[config.mk]
export PLATFORM = sky130hd
export DESIGN_NAME = wdwr_top
export DESIGN_NICKNAME = d
export VERILOG_FILES = /design/src/verilog/wdwr_pkg.sv /design/src/verilog/wdwr_top.sv
export SDC_FILE = /design/constraint.sdc
export NUM_CORES = 1
export LEC_CHECK = 0
export ABC_AREA = 1
export BUFFER_PORTS_ARGS = -buffer_cell sky130_fd_sc_hd__buf_2
export CORE_ASPECT_RATIO = 1.5
export CORE_UTILIZATION = 35
export DETAILED_ROUTE_END_ITERATION = 8
export GPL_TIMING_DRIVEN = 0
export HOLD_SLACK_MARGIN = 0.1
export PLACE_DENSITY = 0.57
export SYNTH_ARGS = -nofsm -noshare
export SYNTH_HDL_FRONTEND = slang
export SYNTH_SLANG_ARGS = --single-unit
[constraint.sdc]
create_clock -name clk_i -period 1.9 [get_ports clk_i]
set_clock_uncertainty 0.05 [all_clocks]
set_input_delay 0.095 -clock clk_i [delete_from_list [all_inputs] [get_ports clk_i]]
set_output_delay 0.095 -clock clk_i [all_outputs]
set_load 0.1 [all_outputs]
[src/verilog/wdwr_pkg.sv]
// Constants, carrier types and decode helpers for the watchdog and wake-up block.
package wdwr_pkg;

  // ----------------------------------------------------------------------
  // Register map
  // ----------------------------------------------------------------------
  localparam int ADDR_W = 8;
  localparam logic [ADDR_W-1:0] OFF_WDOG_CTRL = 8'h00;
  localparam logic [ADDR_W-1:0] OFF_RST_FLAGS = 8'h04;
  localparam logic [ADDR_W-1:0] OFF_STATUS = 8'h08;
  localparam logic [ADDR_W-1:0] OFF_WAKE_EN = 8'h0C;

  // ----------------------------------------------------------------------
  // Field layouts and reset values
  // ----------------------------------------------------------------------
  localparam logic [7:0] WDOG_CTRL_POR = 8'h53;
  localparam int KEY_LSB = 3;
  localparam int KEY_W = 5;
  localparam int SEL_W = 3;
  localparam logic [KEY_W-1:0] KEY_ENABLE = 5'h0A;
  localparam logic [KEY_W-1:0] KEY_DISABLE = 5'h15;
  localparam int WRF_BIT = 0;
  localparam int PDF_BIT = 0;
  localparam int TO_BIT = 1;
  localparam int HALT_BIT = 2;
  localparam logic [7:0] RST_FLAGS_POR = 8'h00;

  // ----------------------------------------------------------------------
  // Timing
  // ----------------------------------------------------------------------
  localparam int CLK_FREQ_HZ = 20_000_000;
  localparam int CLK_PERIOD_NS = 1_000_000_000 / CLK_FREQ_HZ;
  localparam int SLOW_OSC_HZ = 32_000;
  localparam int SW_RST_DELAY_NS = 1000;
  localparam int SW_RST_DELAY_CYC = (SW_RST_DELAY_NS + CLK_PERIOD_NS - 1) / CLK_PERIOD_NS;
  localparam int DLY_W = $clog2(SW_RST_DELAY_CYC + 1);
  localparam int WDOG_CNT_W = 19;

  // ----------------------------------------------------------------------
  // Types
  // ----------------------------------------------------------------------
  typedef enum logic [2:0] {
    ST_RUN = 3'b001,
    ST_HALT = 3'b010,
    ST_KEYRST = 3'b100
  } wdwr_state_t;

  typedef struct packed {
    logic psel;
    logic penable;
    logic pwrite;
    logic [ADDR_W-1:0] paddr;
    logic [31:0] pwdata;
  } wdwr_apb_req_t;

  typedef struct packed {
    logic pready;
    logic [31:0] prdata;
    logic pslverr;
  } wdwr_apb_rsp_t;

  typedef struct packed {
    logic resume;
    logic irq_service;
    logic warm_reset;
  } wdwr_wake_t;

  // ----------------------------------------------------------------------
  // Helpers
  // ----------------------------------------------------------------------
  function automatic logic [4:0] wdwr_period_bit(input logic [SEL_W-1:0] sel);
    case (sel)
      3'h0: wdwr_period_bit = 5'h08;
      3'h1: wdwr_period_bit = 5'h0A;
      3'h2: wdwr_period_bit = 5'h0C;
      3'h3: wdwr_period_bit = 5'h0E;
      3'h4: wdwr_period_bit = 5'h0F;
      3'h5: wdwr_period_bit = 5'h10;
      3'h6: wdwr_period_bit = 5'h11;
      default: wdwr_period_bit = 5'h12;
    endcase
  endfunction

  function automatic logic wdwr_key_valid(input logic [KEY_W-1:0] key);
    wdwr_key_valid = (key == KEY_ENABLE) || (key == KEY_DISABLE);
  endfunction

endpackage

[src/verilog/wdwr_top.sv]
// Watchdog timer, reset-cause flags and low-power wake-up logic with an APB register port.
`timescale 1ns/1ps

module wdwr_top
  import wdwr_pkg::*;
#(
  parameter int PA_W = 8,
  parameter int IRQ_N = 8
) (
  input wire logic clk_i,
  input wire logic srst_i,
  input wire wdwr_apb_req_t apb_req_i,
  output wdwr_apb_rsp_t apb_rsp_o,
  input wire logic slow_internal_osc_i,
  input wire logic halt_exec_i,
  input wire logic clear_watchdog_instruction_i,
  input wire logic [PA_W-1:0] port_a_i,
  input wire logic [IRQ_N-1:0] irq_req_i,
  input wire logic [IRQ_N-1:0] irq_en_i,
  input wire logic stack_full_i,
  output logic halted_o,
  output wdwr_wake_t wake_o,
  output logic full_reset_o,
  output logic power_on_init_o
);

  // ----------------------------------------------------------------------
  // Elaboration checks
  // ----------------------------------------------------------------------
  if (PA_W < 1 || PA_W > 32) begin : g_bad_pa
    $error("PA_W must lie between 1 and 32");
  end
  if (IRQ_N < 1) begin : g_bad_irq
    $error("IRQ_N must be at least 1");
  end
  // The counter must reach the highest selectable period bit, or the longest timeout never fires.
  if (WDOG_CNT_W <= int'(wdwr_period_bit({SEL_W{1'b1}}))) begin : g_bad_cnt
    $error("WDOG_CNT_W is too narrow for the longest period");
  end
  if (SW_RST_DELAY_CYC < 1 || SW_RST_DELAY_CYC >= (1 << DLY_W)) begin : g_bad_dly
    $error("Software-reset delay does not fit its counter");
  end
  if (KEY_LSB + KEY_W > 8 || SEL_W > KEY_LSB) begin : g_bad_ctrl
    $error("Control register fields overlap or overflow");
  end
  // Every register takes one aligned word; a misaligned offset would alias two registers.
  if (OFF_WDOG_CTRL[1:0] != 2'b00 || OFF_RST_FLAGS[1:0] != 2'b00 ||
      OFF_STATUS[1:0] != 2'b00 || OFF_WAKE_EN[1:0] != 2'b00) begin : g_bad_align
    $error("Register offsets must be word aligned");
  end

  // ----------------------------------------------------------------------
  // Helpers
  // ----------------------------------------------------------------------
  // Address decode is shared by the read path and by every write strobe.
  function automatic logic reg_hit(input logic [ADDR_W-1:0] addr, input logic [ADDR_W-1:0] off);
    reg_hit = (addr == off);
  endfunction

  // ----------------------------------------------------------------------
  // State
  // ----------------------------------------------------------------------
  typedef struct packed {
    wdwr_state_t st;
    logic [7:0] wdog_ctrl;
    logic key_rst_flag;
    logic powerdown_flag;
    logic to;
    logic [PA_W-1:0] wake_en;
    logic [WDOG_CNT_W-1:0] cnt;
    logic osc_q;
    logic [PA_W-1:0] pa_q;
    logic [IRQ_N-1:0] irq_arm;
    logic [DLY_W-1:0] dly;
    logic [31:0] rdata;
    logic slverr;
    wdwr_wake_t wake;
    logic full_rst;
    logic por;
  } wdwr_regs_t;

  wdwr_regs_t s_r;
  wdwr_regs_t s_nxt;

  // ----------------------------------------------------------------------
  // Control decode
  // ----------------------------------------------------------------------
  logic [KEY_W-1:0] key;
  logic [SEL_W-1:0] sel;
  logic wdog_on;
  logic osc_rise;
  logic [(1 << SEL_W)-1:0] period_tap;
  logic overflow;
  logic expire;
  logic [WDOG_CNT_W-1:0] cnt_inc;

  assign key = s_r.wdog_ctrl[KEY_LSB +: KEY_W];
  assign sel = s_r.wdog_ctrl[SEL_W-1:0];
  assign wdog_on = (key == KEY_ENABLE);
  assign osc_rise = slow_internal_osc_i & ~s_r.osc_q;
  // One tap per period code; the select only steers a mux, so a change of period never glitches the count.
  for (genvar k = 0; k < (1 << SEL_W); k++) begin : g_period_tap
    assign period_tap[k] = s_r.cnt[wdwr_period_bit(SEL_W'(k))];
  end
  assign overflow = period_tap[sel];
  assign expire = wdog_on & overflow;
  assign cnt_inc = s_r.cnt + {{(WDOG_CNT_W-1){1'b0}}, 1'b1};

  // ----------------------------------------------------------------------
  // Register port decode
  // ----------------------------------------------------------------------
  logic setup;
  logic access;
  logic hit_ctrl;
  logic hit_flags;
  logic hit_stat;
  logic hit_wake;
  logic wr_any;
  logic wr_ctrl;
  logic wr_flags;
  logic wr_wake;
  logic key_bad;

  assign setup = apb_req_i.psel & ~apb_req_i.penable;
  assign access = apb_req_i.psel & apb_req_i.penable;
  assign hit_ctrl = reg_hit(apb_req_i.paddr, OFF_WDOG_CTRL);
  assign hit_flags = reg_hit(apb_req_i.paddr, OFF_RST_FLAGS);
  assign hit_stat = reg_hit(apb_req_i.paddr, OFF_STATUS);
  assign hit_wake = reg_hit(apb_req_i.paddr, OFF_WAKE_EN);
  assign wr_any = access & apb_req_i.pwrite;
  assign wr_ctrl = wr_any & hit_ctrl;
  assign wr_flags = wr_any & hit_flags;
  assign wr_wake = wr_any & hit_wake;
  assign key_bad = ~wdwr_key_valid(apb_req_i.pwdata[KEY_LSB +: KEY_W]);

  // ----------------------------------------------------------------------
  // Wake sources
  // ----------------------------------------------------------------------
  logic in_halt;
  logic dly_done;
  logic [PA_W-1:0] pa_fall;
  logic [IRQ_N-1:0] irq_wake;
  logic [IRQ_N-1:0] irq_serve;
  logic wake_irq;
  logic wake_pin;

  assign in_halt = (s_r.st == ST_HALT);
  assign dly_done = (s_r.st == ST_KEYRST) && (s_r.dly == '0);
  // One falling-edge detector per pin; a pin whose wake enable is clear never wakes the device.
  for (genvar i = 0; i < PA_W; i++) begin : g_pin_wake
    assign pa_fall[i] = s_r.pa_q[i] & ~port_a_i[i] & s_r.wake_en[i];
  end
  // A request that was already high when the halt was taken stays disarmed until the next halt.
  for (genvar j = 0; j < IRQ_N; j++) begin : g_irq_wake
    assign irq_wake[j] = irq_req_i[j] & s_r.irq_arm[j];
    assign irq_serve[j] = irq_wake[j] & irq_en_i[j];
  end
  assign wake_irq = |irq_wake;
  assign wake_pin = |pa_fall;

  // ----------------------------------------------------------------------
  // Next state
  // ----------------------------------------------------------------------
  always_comb begin
    s_nxt = s_r;
    s_nxt.osc_q = slow_internal_osc_i;
    s_nxt.pa_q = port_a_i;
    s_nxt.wake = '0;
    s_nxt.full_rst = 1'b0;
    s_nxt.por = 1'b0;

    // ------------------------------------------------------------------
    // Watchdog counter
    // ------------------------------------------------------------------
    // The count advances only on slow-oscillator edges, so the fast clock never shortens a period.
    if (wdog_on && osc_rise && !overflow) begin
      s_nxt.cnt = cnt_inc;
    end

    // ------------------------------------------------------------------
    // Halt and wake sequencing
    // ------------------------------------------------------------------
    // Overflow outranks halt, so a halt issued too late cannot hide a runaway program.
    case (s_r.st)
      ST_RUN: begin
        if (expire) begin
          s_nxt.to = 1'b1;
          s_nxt.full_rst = 1'b1;
          s_nxt.cnt = '0;
        end else if (halt_exec_i) begin
          s_nxt.st = ST_HALT;
          s_nxt.powerdown_flag = 1'b1;
          s_nxt.to = 1'b0;
          s_nxt.cnt = '0;
          s_nxt.irq_arm = ~irq_req_i;
        end else if (clear_watchdog_instruction_i) begin
          s_nxt.cnt = '0;
          s_nxt.powerdown_flag = 1'b0;
        end
      end

      ST_HALT: begin
        if (expire) begin
          s_nxt.st = ST_RUN;
          s_nxt.to = 1'b1;
          s_nxt.powerdown_flag = 1'b1;
          s_nxt.wake.warm_reset = 1'b1;
          s_nxt.cnt = '0;
        end else if (wake_irq) begin
          s_nxt.st = ST_RUN;
          if (|irq_serve && !stack_full_i) begin
            s_nxt.wake.irq_service = 1'b1;
          end else begin
            s_nxt.wake.resume = 1'b1;
          end
        end else if (wake_pin) begin
          s_nxt.st = ST_RUN;
          s_nxt.wake.resume = 1'b1;
        end
      end

      ST_KEYRST: begin
        s_nxt.cnt = '0;
        if (dly_done) begin
          s_nxt.st = ST_RUN;
          s_nxt.full_rst = 1'b1;
          s_nxt.wdog_ctrl = WDOG_CTRL_POR;
        end else begin
          s_nxt.dly = s_r.dly - {{(DLY_W-1){1'b0}}, 1'b1};
        end
      end

      default: begin
        s_nxt.st = ST_RUN;
      end
    endcase

    // ------------------------------------------------------------------
    // Read path
    // ------------------------------------------------------------------
    // Read data is captured in the setup cycle so the zero-wait access phase sees a flop.
    if (setup) begin
      s_nxt.slverr = 1'b0;
      s_nxt.rdata = '0;
      if (hit_ctrl) begin
        s_nxt.rdata[7:0] = s_r.wdog_ctrl;
      end else if (hit_flags) begin
        s_nxt.rdata[WRF_BIT] = s_r.key_rst_flag;
      end else if (hit_stat) begin
        s_nxt.rdata[PDF_BIT] = s_r.powerdown_flag;
        s_nxt.rdata[TO_BIT] = s_r.to;
        s_nxt.rdata[HALT_BIT] = in_halt;
      end else if (hit_wake) begin
        s_nxt.rdata[PA_W-1:0] = s_r.wake_en;
      end else begin
        s_nxt.slverr = 1'b1;
      end
    end

    // ------------------------------------------------------------------
    // Register writes
    // ------------------------------------------------------------------
    // Status is read-only; a write to it completes without effect.
    if (wr_wake) begin
      s_nxt.wake_en = apb_req_i.pwdata[PA_W-1:0];
    end
    // A control write while the key-reset delay runs is ignored; the reset is already committed.
    if (wr_ctrl && s_r.st != ST_KEYRST) begin
      s_nxt.wdog_ctrl = apb_req_i.pwdata[7:0];
      if (key_bad) begin
        s_nxt.st = ST_KEYRST;
        s_nxt.dly = DLY_W'(SW_RST_DELAY_CYC - 1);
        s_nxt.cnt = '0;
      end
    end

    // ------------------------------------------------------------------
    // Reset-cause flag
    // ------------------------------------------------------------------
    if (wr_flags && !apb_req_i.pwdata[WRF_BIT]) begin
      s_nxt.key_rst_flag = 1'b0;
    end
    // The hardware set is applied last so that it wins over a software clear in the same cycle.
    if (dly_done) begin
      s_nxt.key_rst_flag = 1'b1;
    end
  end

  // ----------------------------------------------------------------------
  // Registers
  // ----------------------------------------------------------------------
  // Of the two resets only this one clears the timeout and key flags (halt entry also clears the timeout); the full-reset request leaves them.
  always_ff @(posedge clk_i) begin
    if (srst_i) begin
      s_r.st <= ST_RUN;
      s_r.wdog_ctrl <= WDOG_CTRL_POR;
      s_r.key_rst_flag <= RST_FLAGS_POR[WRF_BIT];
      s_r.powerdown_flag <= 1'b0;
      s_r.to <= 1'b0;
      s_r.wake_en <= '0;
      s_r.cnt <= '0;
      s_r.osc_q <= 1'b0;
      s_r.pa_q <= '0;
      s_r.irq_arm <= '0;
      s_r.dly <= '0;
      s_r.rdata <= '0;
      s_r.slverr <= 1'b0;
      s_r.wake <= '0;
      s_r.full_rst <= 1'b0;
      s_r.por <= 1'b1;
    end else begin
      s_r <= s_nxt;
    end
  end

  // ----------------------------------------------------------------------
  // Outputs
  // ----------------------------------------------------------------------
  // The slave never stretches a transfer, so every access ends at its first access edge.
  assign apb_rsp_o.pready = 1'b1;
  assign apb_rsp_o.prdata = s_r.rdata;
  assign apb_rsp_o.pslverr = s_r.slverr & access;
  assign halted_o = in_halt;
  assign wake_o = s_r.wake;
  assign full_reset_o = s_r.full_rst;
  // The core clears its program counter and sets port data and direction to ones on this level.
  assign power_on_init_o = s_r.por | srst_i;

endmodule // wdwr_top

# After elaboration in Yosys (flattened, before gate mapping)
# Cells that the tools add are included.
dict set report totals {
  word_cells 168
  out_inout_bits 40
  regBits 77
  input_bits 73
}
dict set report classes {
  add_sub_neg 2
  eq_ne 14
  n_reduce_logical 26
  magnitude_cmp 1
  n_mux 51
  n_bitwise 56
}
# cell n
set op_table {}
lappend op_table {{$mux W19} 7}
lappend op_table {{$pmux W19 S3} 1}
lappend op_table {{$and A1 B1 Y1} 41}
lappend op_table {{$mux W5} 5}
lappend op_table {{$mux W8} 3}
lappend op_table {{$reduce_or A8 Y1} 3}
lappend op_table {{$mux W11} 2}
lappend op_table {{$mux W3} 7}
lappend op_table {{$mux W1} 20}
lappend op_table {{$add A19 B1 Y19 const B} 1}
lappend op_table {{$eq A8 B4 Y1 const B} 2}
lappend op_table {{$not A1 Y1} 13}
lappend op_table {{$eq A5 B4 Y1 const B} 2}
lappend op_table {{$ne A3 B3 Y1 const B} 3}
lappend op_table {{$pmux W3 S3} 1}
lappend op_table {{$eq A8 B3 Y1 const B} 1}
lappend op_table {{$logic_not A8 Y1} 1}
lappend op_table {{$not A8 Y8} 1}
lappend op_table {{$reduce_bool A2 Y1} 4}
lappend op_table {{$mux W7} 1}
lappend op_table {{$logic_and A1 B1 Y1} 6}
lappend op_table {{$reduce_and A3 Y1} 2}
lappend op_table {{$eq A5 B5 Y1 const B} 1}
lappend op_table {{$logic_not A5 Y1} 1}
lappend op_table {{19 further kinds} 21}

# Longest topological paths before layout
dict set report logic_depth {
  ltp_word 11
  mapped_depth 11
  depth_no_buf 11
}

# Least setup slack after synthesis
# No wires, ideal clock.
dict set report synth_timing {
  kind {reg2reg}
  from {reg s_r[100] (netlist bit)}
  to {reg s_r[98] (netlist bit)}
  t_arrival_ns 1.556
  slack_ns 0.218
  path_buffers 0
  stages_incl_launch_ff 6
  setup_ns 0.076
  synth_period_minus_slack_ns 1.682
  t_required_ns 1.774
  path_cell_list {dfxtp_1 -> inv_1 -> nand3_1 -> inv_1 -> o21bai_1 -> a21boi_0}
}
dict set report synth_via {
  word_cells_on_any_way 10
  cone_classes {eq/ne: 4; mux: 4; reduce/logical: 2}
}
# item line
set synth_lines {}
lappend synth_lines {{start: declaration} wdwr_top.sv:82} ;# wdwr_regs_t s_r;
lappend synth_lines {{start signal: assignment} wdwr_top.sv:312} ;# s_r <= s_nxt;
lappend synth_lines {{$eq A3 B2 Y1 *} --}
lappend synth_lines {{via halted_o} wdwr_top.sv:21} ;# output logic halted_o,
lappend synth_lines {{$pmux W3 S3 *} wdwr_top.sv:184} ;# case (s_r.st)
lappend synth_lines {{$mux W3} wdwr_top.sv:270} ;# if (key_bad) begin
lappend synth_lines {{$mux W11 *} wdwr_top.sv:268} ;# if (wr_ctrl && s_r.st != ST_KEYRST) begin
# Mark *: on every way through the listed nets, which the timed path passes. The rest lies on a longest branch. The select of a mux whose other input is x is not followed.
# A chain may end at the register's enable or synchronous reset.

# Worst setup path after layout
dict set report layout_timing {
  from {reg s_r[98] (netlist bit)}
  to {out halted_o}
}
dict set report layout_via {
  elab_chain_len 1
}
# item line
set layout_rtl {}
lappend layout_rtl {{$eq A3 B2 Y1} wdwr_top.sv:147} ;# assign in_halt = (s_r.st == ST_HALT);
lappend layout_rtl {{end: declaration} wdwr_top.sv:21}
# No other way between the ends.

==> summary.txt <==
Port Buf Inserts: 63
Dpl hpwl: 8070 microns
Unique cell type count in the Yosys netlist: 41
Post-route DRC violation count: 0
Layout area overhead: 29.7%
R2R setup slack: 0.15 ns
Nets@finish: 786
Cells after DPL: 820
Synth Register Bits: 77
Leading area contributor after synthesis: dfxtp_1
Syn_area_per_cell: 7.06 sq um
Setup TNS: 0 ns
Largest net degree at the start of global routing: 14
Die area: 12,200 sq um
Most frequent cells in the layout: 107 x nand2_1, 90 x nor2_1, 76 x inv_1, 76 x dfxtp_1, 62 x buf_2
Post-synthesis sequential area ratio: 37.4%
Gr usage total: 17.7%
Most common cell after layout, fill and taps aside: nand2_1
Final Slew Violations: 0
FF-to-FF path depth: 8
Hold Path End: s_r[89]$_SDFFE_PP0P_
Grt ovf: 0
Leak pwr: 2.49 nW
Gpl congestion: 0.819
CP endpoint kind: primary output
CP Launch Type: flop
Initial antenna violation count: 0
Num ports: 113
Int Pwr: 3.10 mW
NetSw: 1.35 mW
Worst hold margin: 0.116 ns
Main combinational cell family by area after synthesis: simple AND/OR/NAND/NOR gates
Slew HR: 62.1%
Hold-critical path depth: 4
Post-synthesis compound-gate area fraction: 9.89%
Mapped Area: 4120 sq um
Critical Path RT: 1.75 ns
Row count: 48
N_diodes: 0
Worst skew pair latency: 0.34 ns
Clock Power Share: 41.3%
Fin crit share: 93.3%
Reg power frac: 38.8%
Setup bufs post-CTS: 0
Post-synth EDFFs: 0
RSZ-0062 raised after global routing: false
Worst IR Drop VDD: 452 uV
First-pass GRT wire length: 17,000 microns
Share of the synthesized area in the top cell type: 37.4%
Clock Sinks: 77
Share of cells above drive strength 1: 22.2%
Post-Synth XOR/XNOR Area: 3.19%
Drt first pass iters: 4
First DRT Iteration DRCs: 127
FF-to-FF Start: s_r[99]$_SDFF_PP0_
Die height: 135 microns
Final WS setup: 0.127 ns
Detailed-route wire length: 10,400 microns
Clock Path Buffers: 2
Antenna-violating nets left: 0
Core Area: 11,500 sq um
Crit path launch: s_r[98]$_SDFF_PP1_
Worst r2r dst: s_r[66]$_SDFF_PP0_
DR vias: 3,995
H-tree levels: 3
Arrival @ worst endpoint: 1.63 ns
Warnings, synthesis: 0
Critical Path Fanout Max: 7
Largest cells by area after synthesis: dfxtp_1 37%, nand2_1 9.7%, nor2_1 8.4%
Clock-pin transition on the worst setup and hold timing paths: 0.06 ns
Cell Chain, Critical Path: inv_1 -> nand3_1 -> inv_1 -> clkbuf_4
Min-delay src: apb_req_i[34]
Status: finished, final reports clean
Chip Width: 90.6 microns
Fillers: 1,196
Hold Path Class: in2reg
Inserted Clock Buffers: 9
Avg Vias per Cell: 4.62
Clk Tree Root Cell: clkbuf_16
Part of the power in combinational logic: 19.9%
Share of flip-flops with an asynchronous set or reset: 0%
Fmax: 0.564 GHz
Finish-stage setup viols: 0
Net Sw Frac: 30.4%
Drt wl/cell: 12.1 microns
Clock period minus final worst setup slack: 1.77 ns
Cell repeated most along the worst path: inv_1
Vias in the first global route: 3,828
Peak per-stage delay on the critical path: 0.39 ns
Initial Util: 36.0%
Power per cell area: 832 nW/um^2
Slowest CP cell: clkbuf_4
Synth Area in Simple Gates: 31.9%
Synth Area in Adders: 0.910%
Worst slack at placement: 0.0277 ns
Kind of critical path: reg2out
CTS tree: built
Multiplexer area fraction after synthesis: 0%
Cells after synthesis: 584
Final std cells w/o fill: 865
Max Cap Violations: 0
Worst Tran Pin Value: 0.564 ns
Final hold vios: 0
Ys flop type: dfxtp_1
==> worst max path at each step <==
stage	end	slack [ns]	cells after the start
global route	s_r[71]$_SDFF_PP0_	0.02	8
detailed placement	period_tap[5]$_SDFF_PP0_	0.03	9
finish	halted_o	0.13	4
CTS	period_tap[5]$_SDFF_PP0_	0.02	9
global placement	period_tap[5]$_SDFF_PP0_	0.04	9
floorplan	s_r[98]$_SDFF_PP1_	0.22	5
==> routing by layer <==
layer / global-route usage (%) / share of wire, % / up-vias / wire, microns
li1: - / - / 2060 / -
met1: 17.5 / 39 / 1834 / 4100
met2: 34.7 / 55 / 79 / 5710
met3: 3.55 / 3.2 / 22 / 337
met4: 8.42 / 2.8 / 0 / 297
met5: 0 / 0 / - / 0
==> cell usage after synthesis, drive strengths merged (2+ instances only) <==
cell type and number:
a21oi 16, a41oi 2, and3 3, buf 43
clkbuf 5, conb 2, dfxtp 77, ha 3
inv 81, nand2 111, nand3 52, nand4 13
nor2 97, nor3 13, o211ai 9, o21ai 23
o221ai 2, o22ai 7, or2 3, xnor2 3
xor2 12
==> cell type report <==
class                           count  area (sq um)  area share (%)
Buffer                             48           373            6.97
Clock buffer                       10           229            4.28
Inverter                           82           312            5.82
Timing Repair Buffer               92           608            11.4
Tap cell                          150           188            3.51
Clock inverter                      6          87.6            1.64
Sequential cell                    77          1540            28.8
Multi-Input combinational cell    400          2010            37.6
==> power groups by stage <==
stage          Clock [mW]  Sequential, mW  Combinational (mW)
6_report             1.84            1.73               0.884
4_1_cts              1.88            1.73               0.880
5_1_grt              1.96            1.74               0.952
3_3_place_gp            0            1.76               0.826
3_5_place_dp            0            1.76               0.832
2_1_floorplan           0            1.76               0.668
==> critical path: cells and delay by family (launching register included) <==
family	cells	cell delay, ns
DFF	1	0.32
buffers and inverters	3	0.75
and+or+nand+nor	1	0.21
==> cell families (layout without fill, tap and decap cells) <==
family	Yosys count	after routing
buffers and inverters	130	238
AND/OR/NAND/NOR	294	294
XOR/XNOR	15	15
AO/OA/AOI/OAI	63	63
flip-flops	77	77
other	2	25
adder cells (fa/ha/maj)	3	3
==> metrics by stage <==
| step | utilization [%] | area (sq um) | power, mW |
|---|---|---|---|
| after floorplan | - | 4210 | 2.42 |
| after global placement | 41.1 | 4710 | 2.59 |
| after detailed placement | 41.1 | 4710 | 2.59 |
| after CTS | 46.3 | 5310 | 4.49 |
| after global routing | 46.6 | 5350 | 4.65 |
| final | 46.6 | 5350 | 4.45 |
==> state kept, by name, summed over array words and instances, names as in the netlist <==
register and cells:
apb_rsp_o 8, full_reset_o 1, key 5, s_r 52
period_tap 8, wake_o 3
==> what timing repair did <==
action	4_1_cts	5_1_grt
endpoints found under the hold margin	34	3
setup endpoints to repair	0	7
gates resized for setup	0	8
hold buffers	28	1
Power figures use the tool's default switching activity.
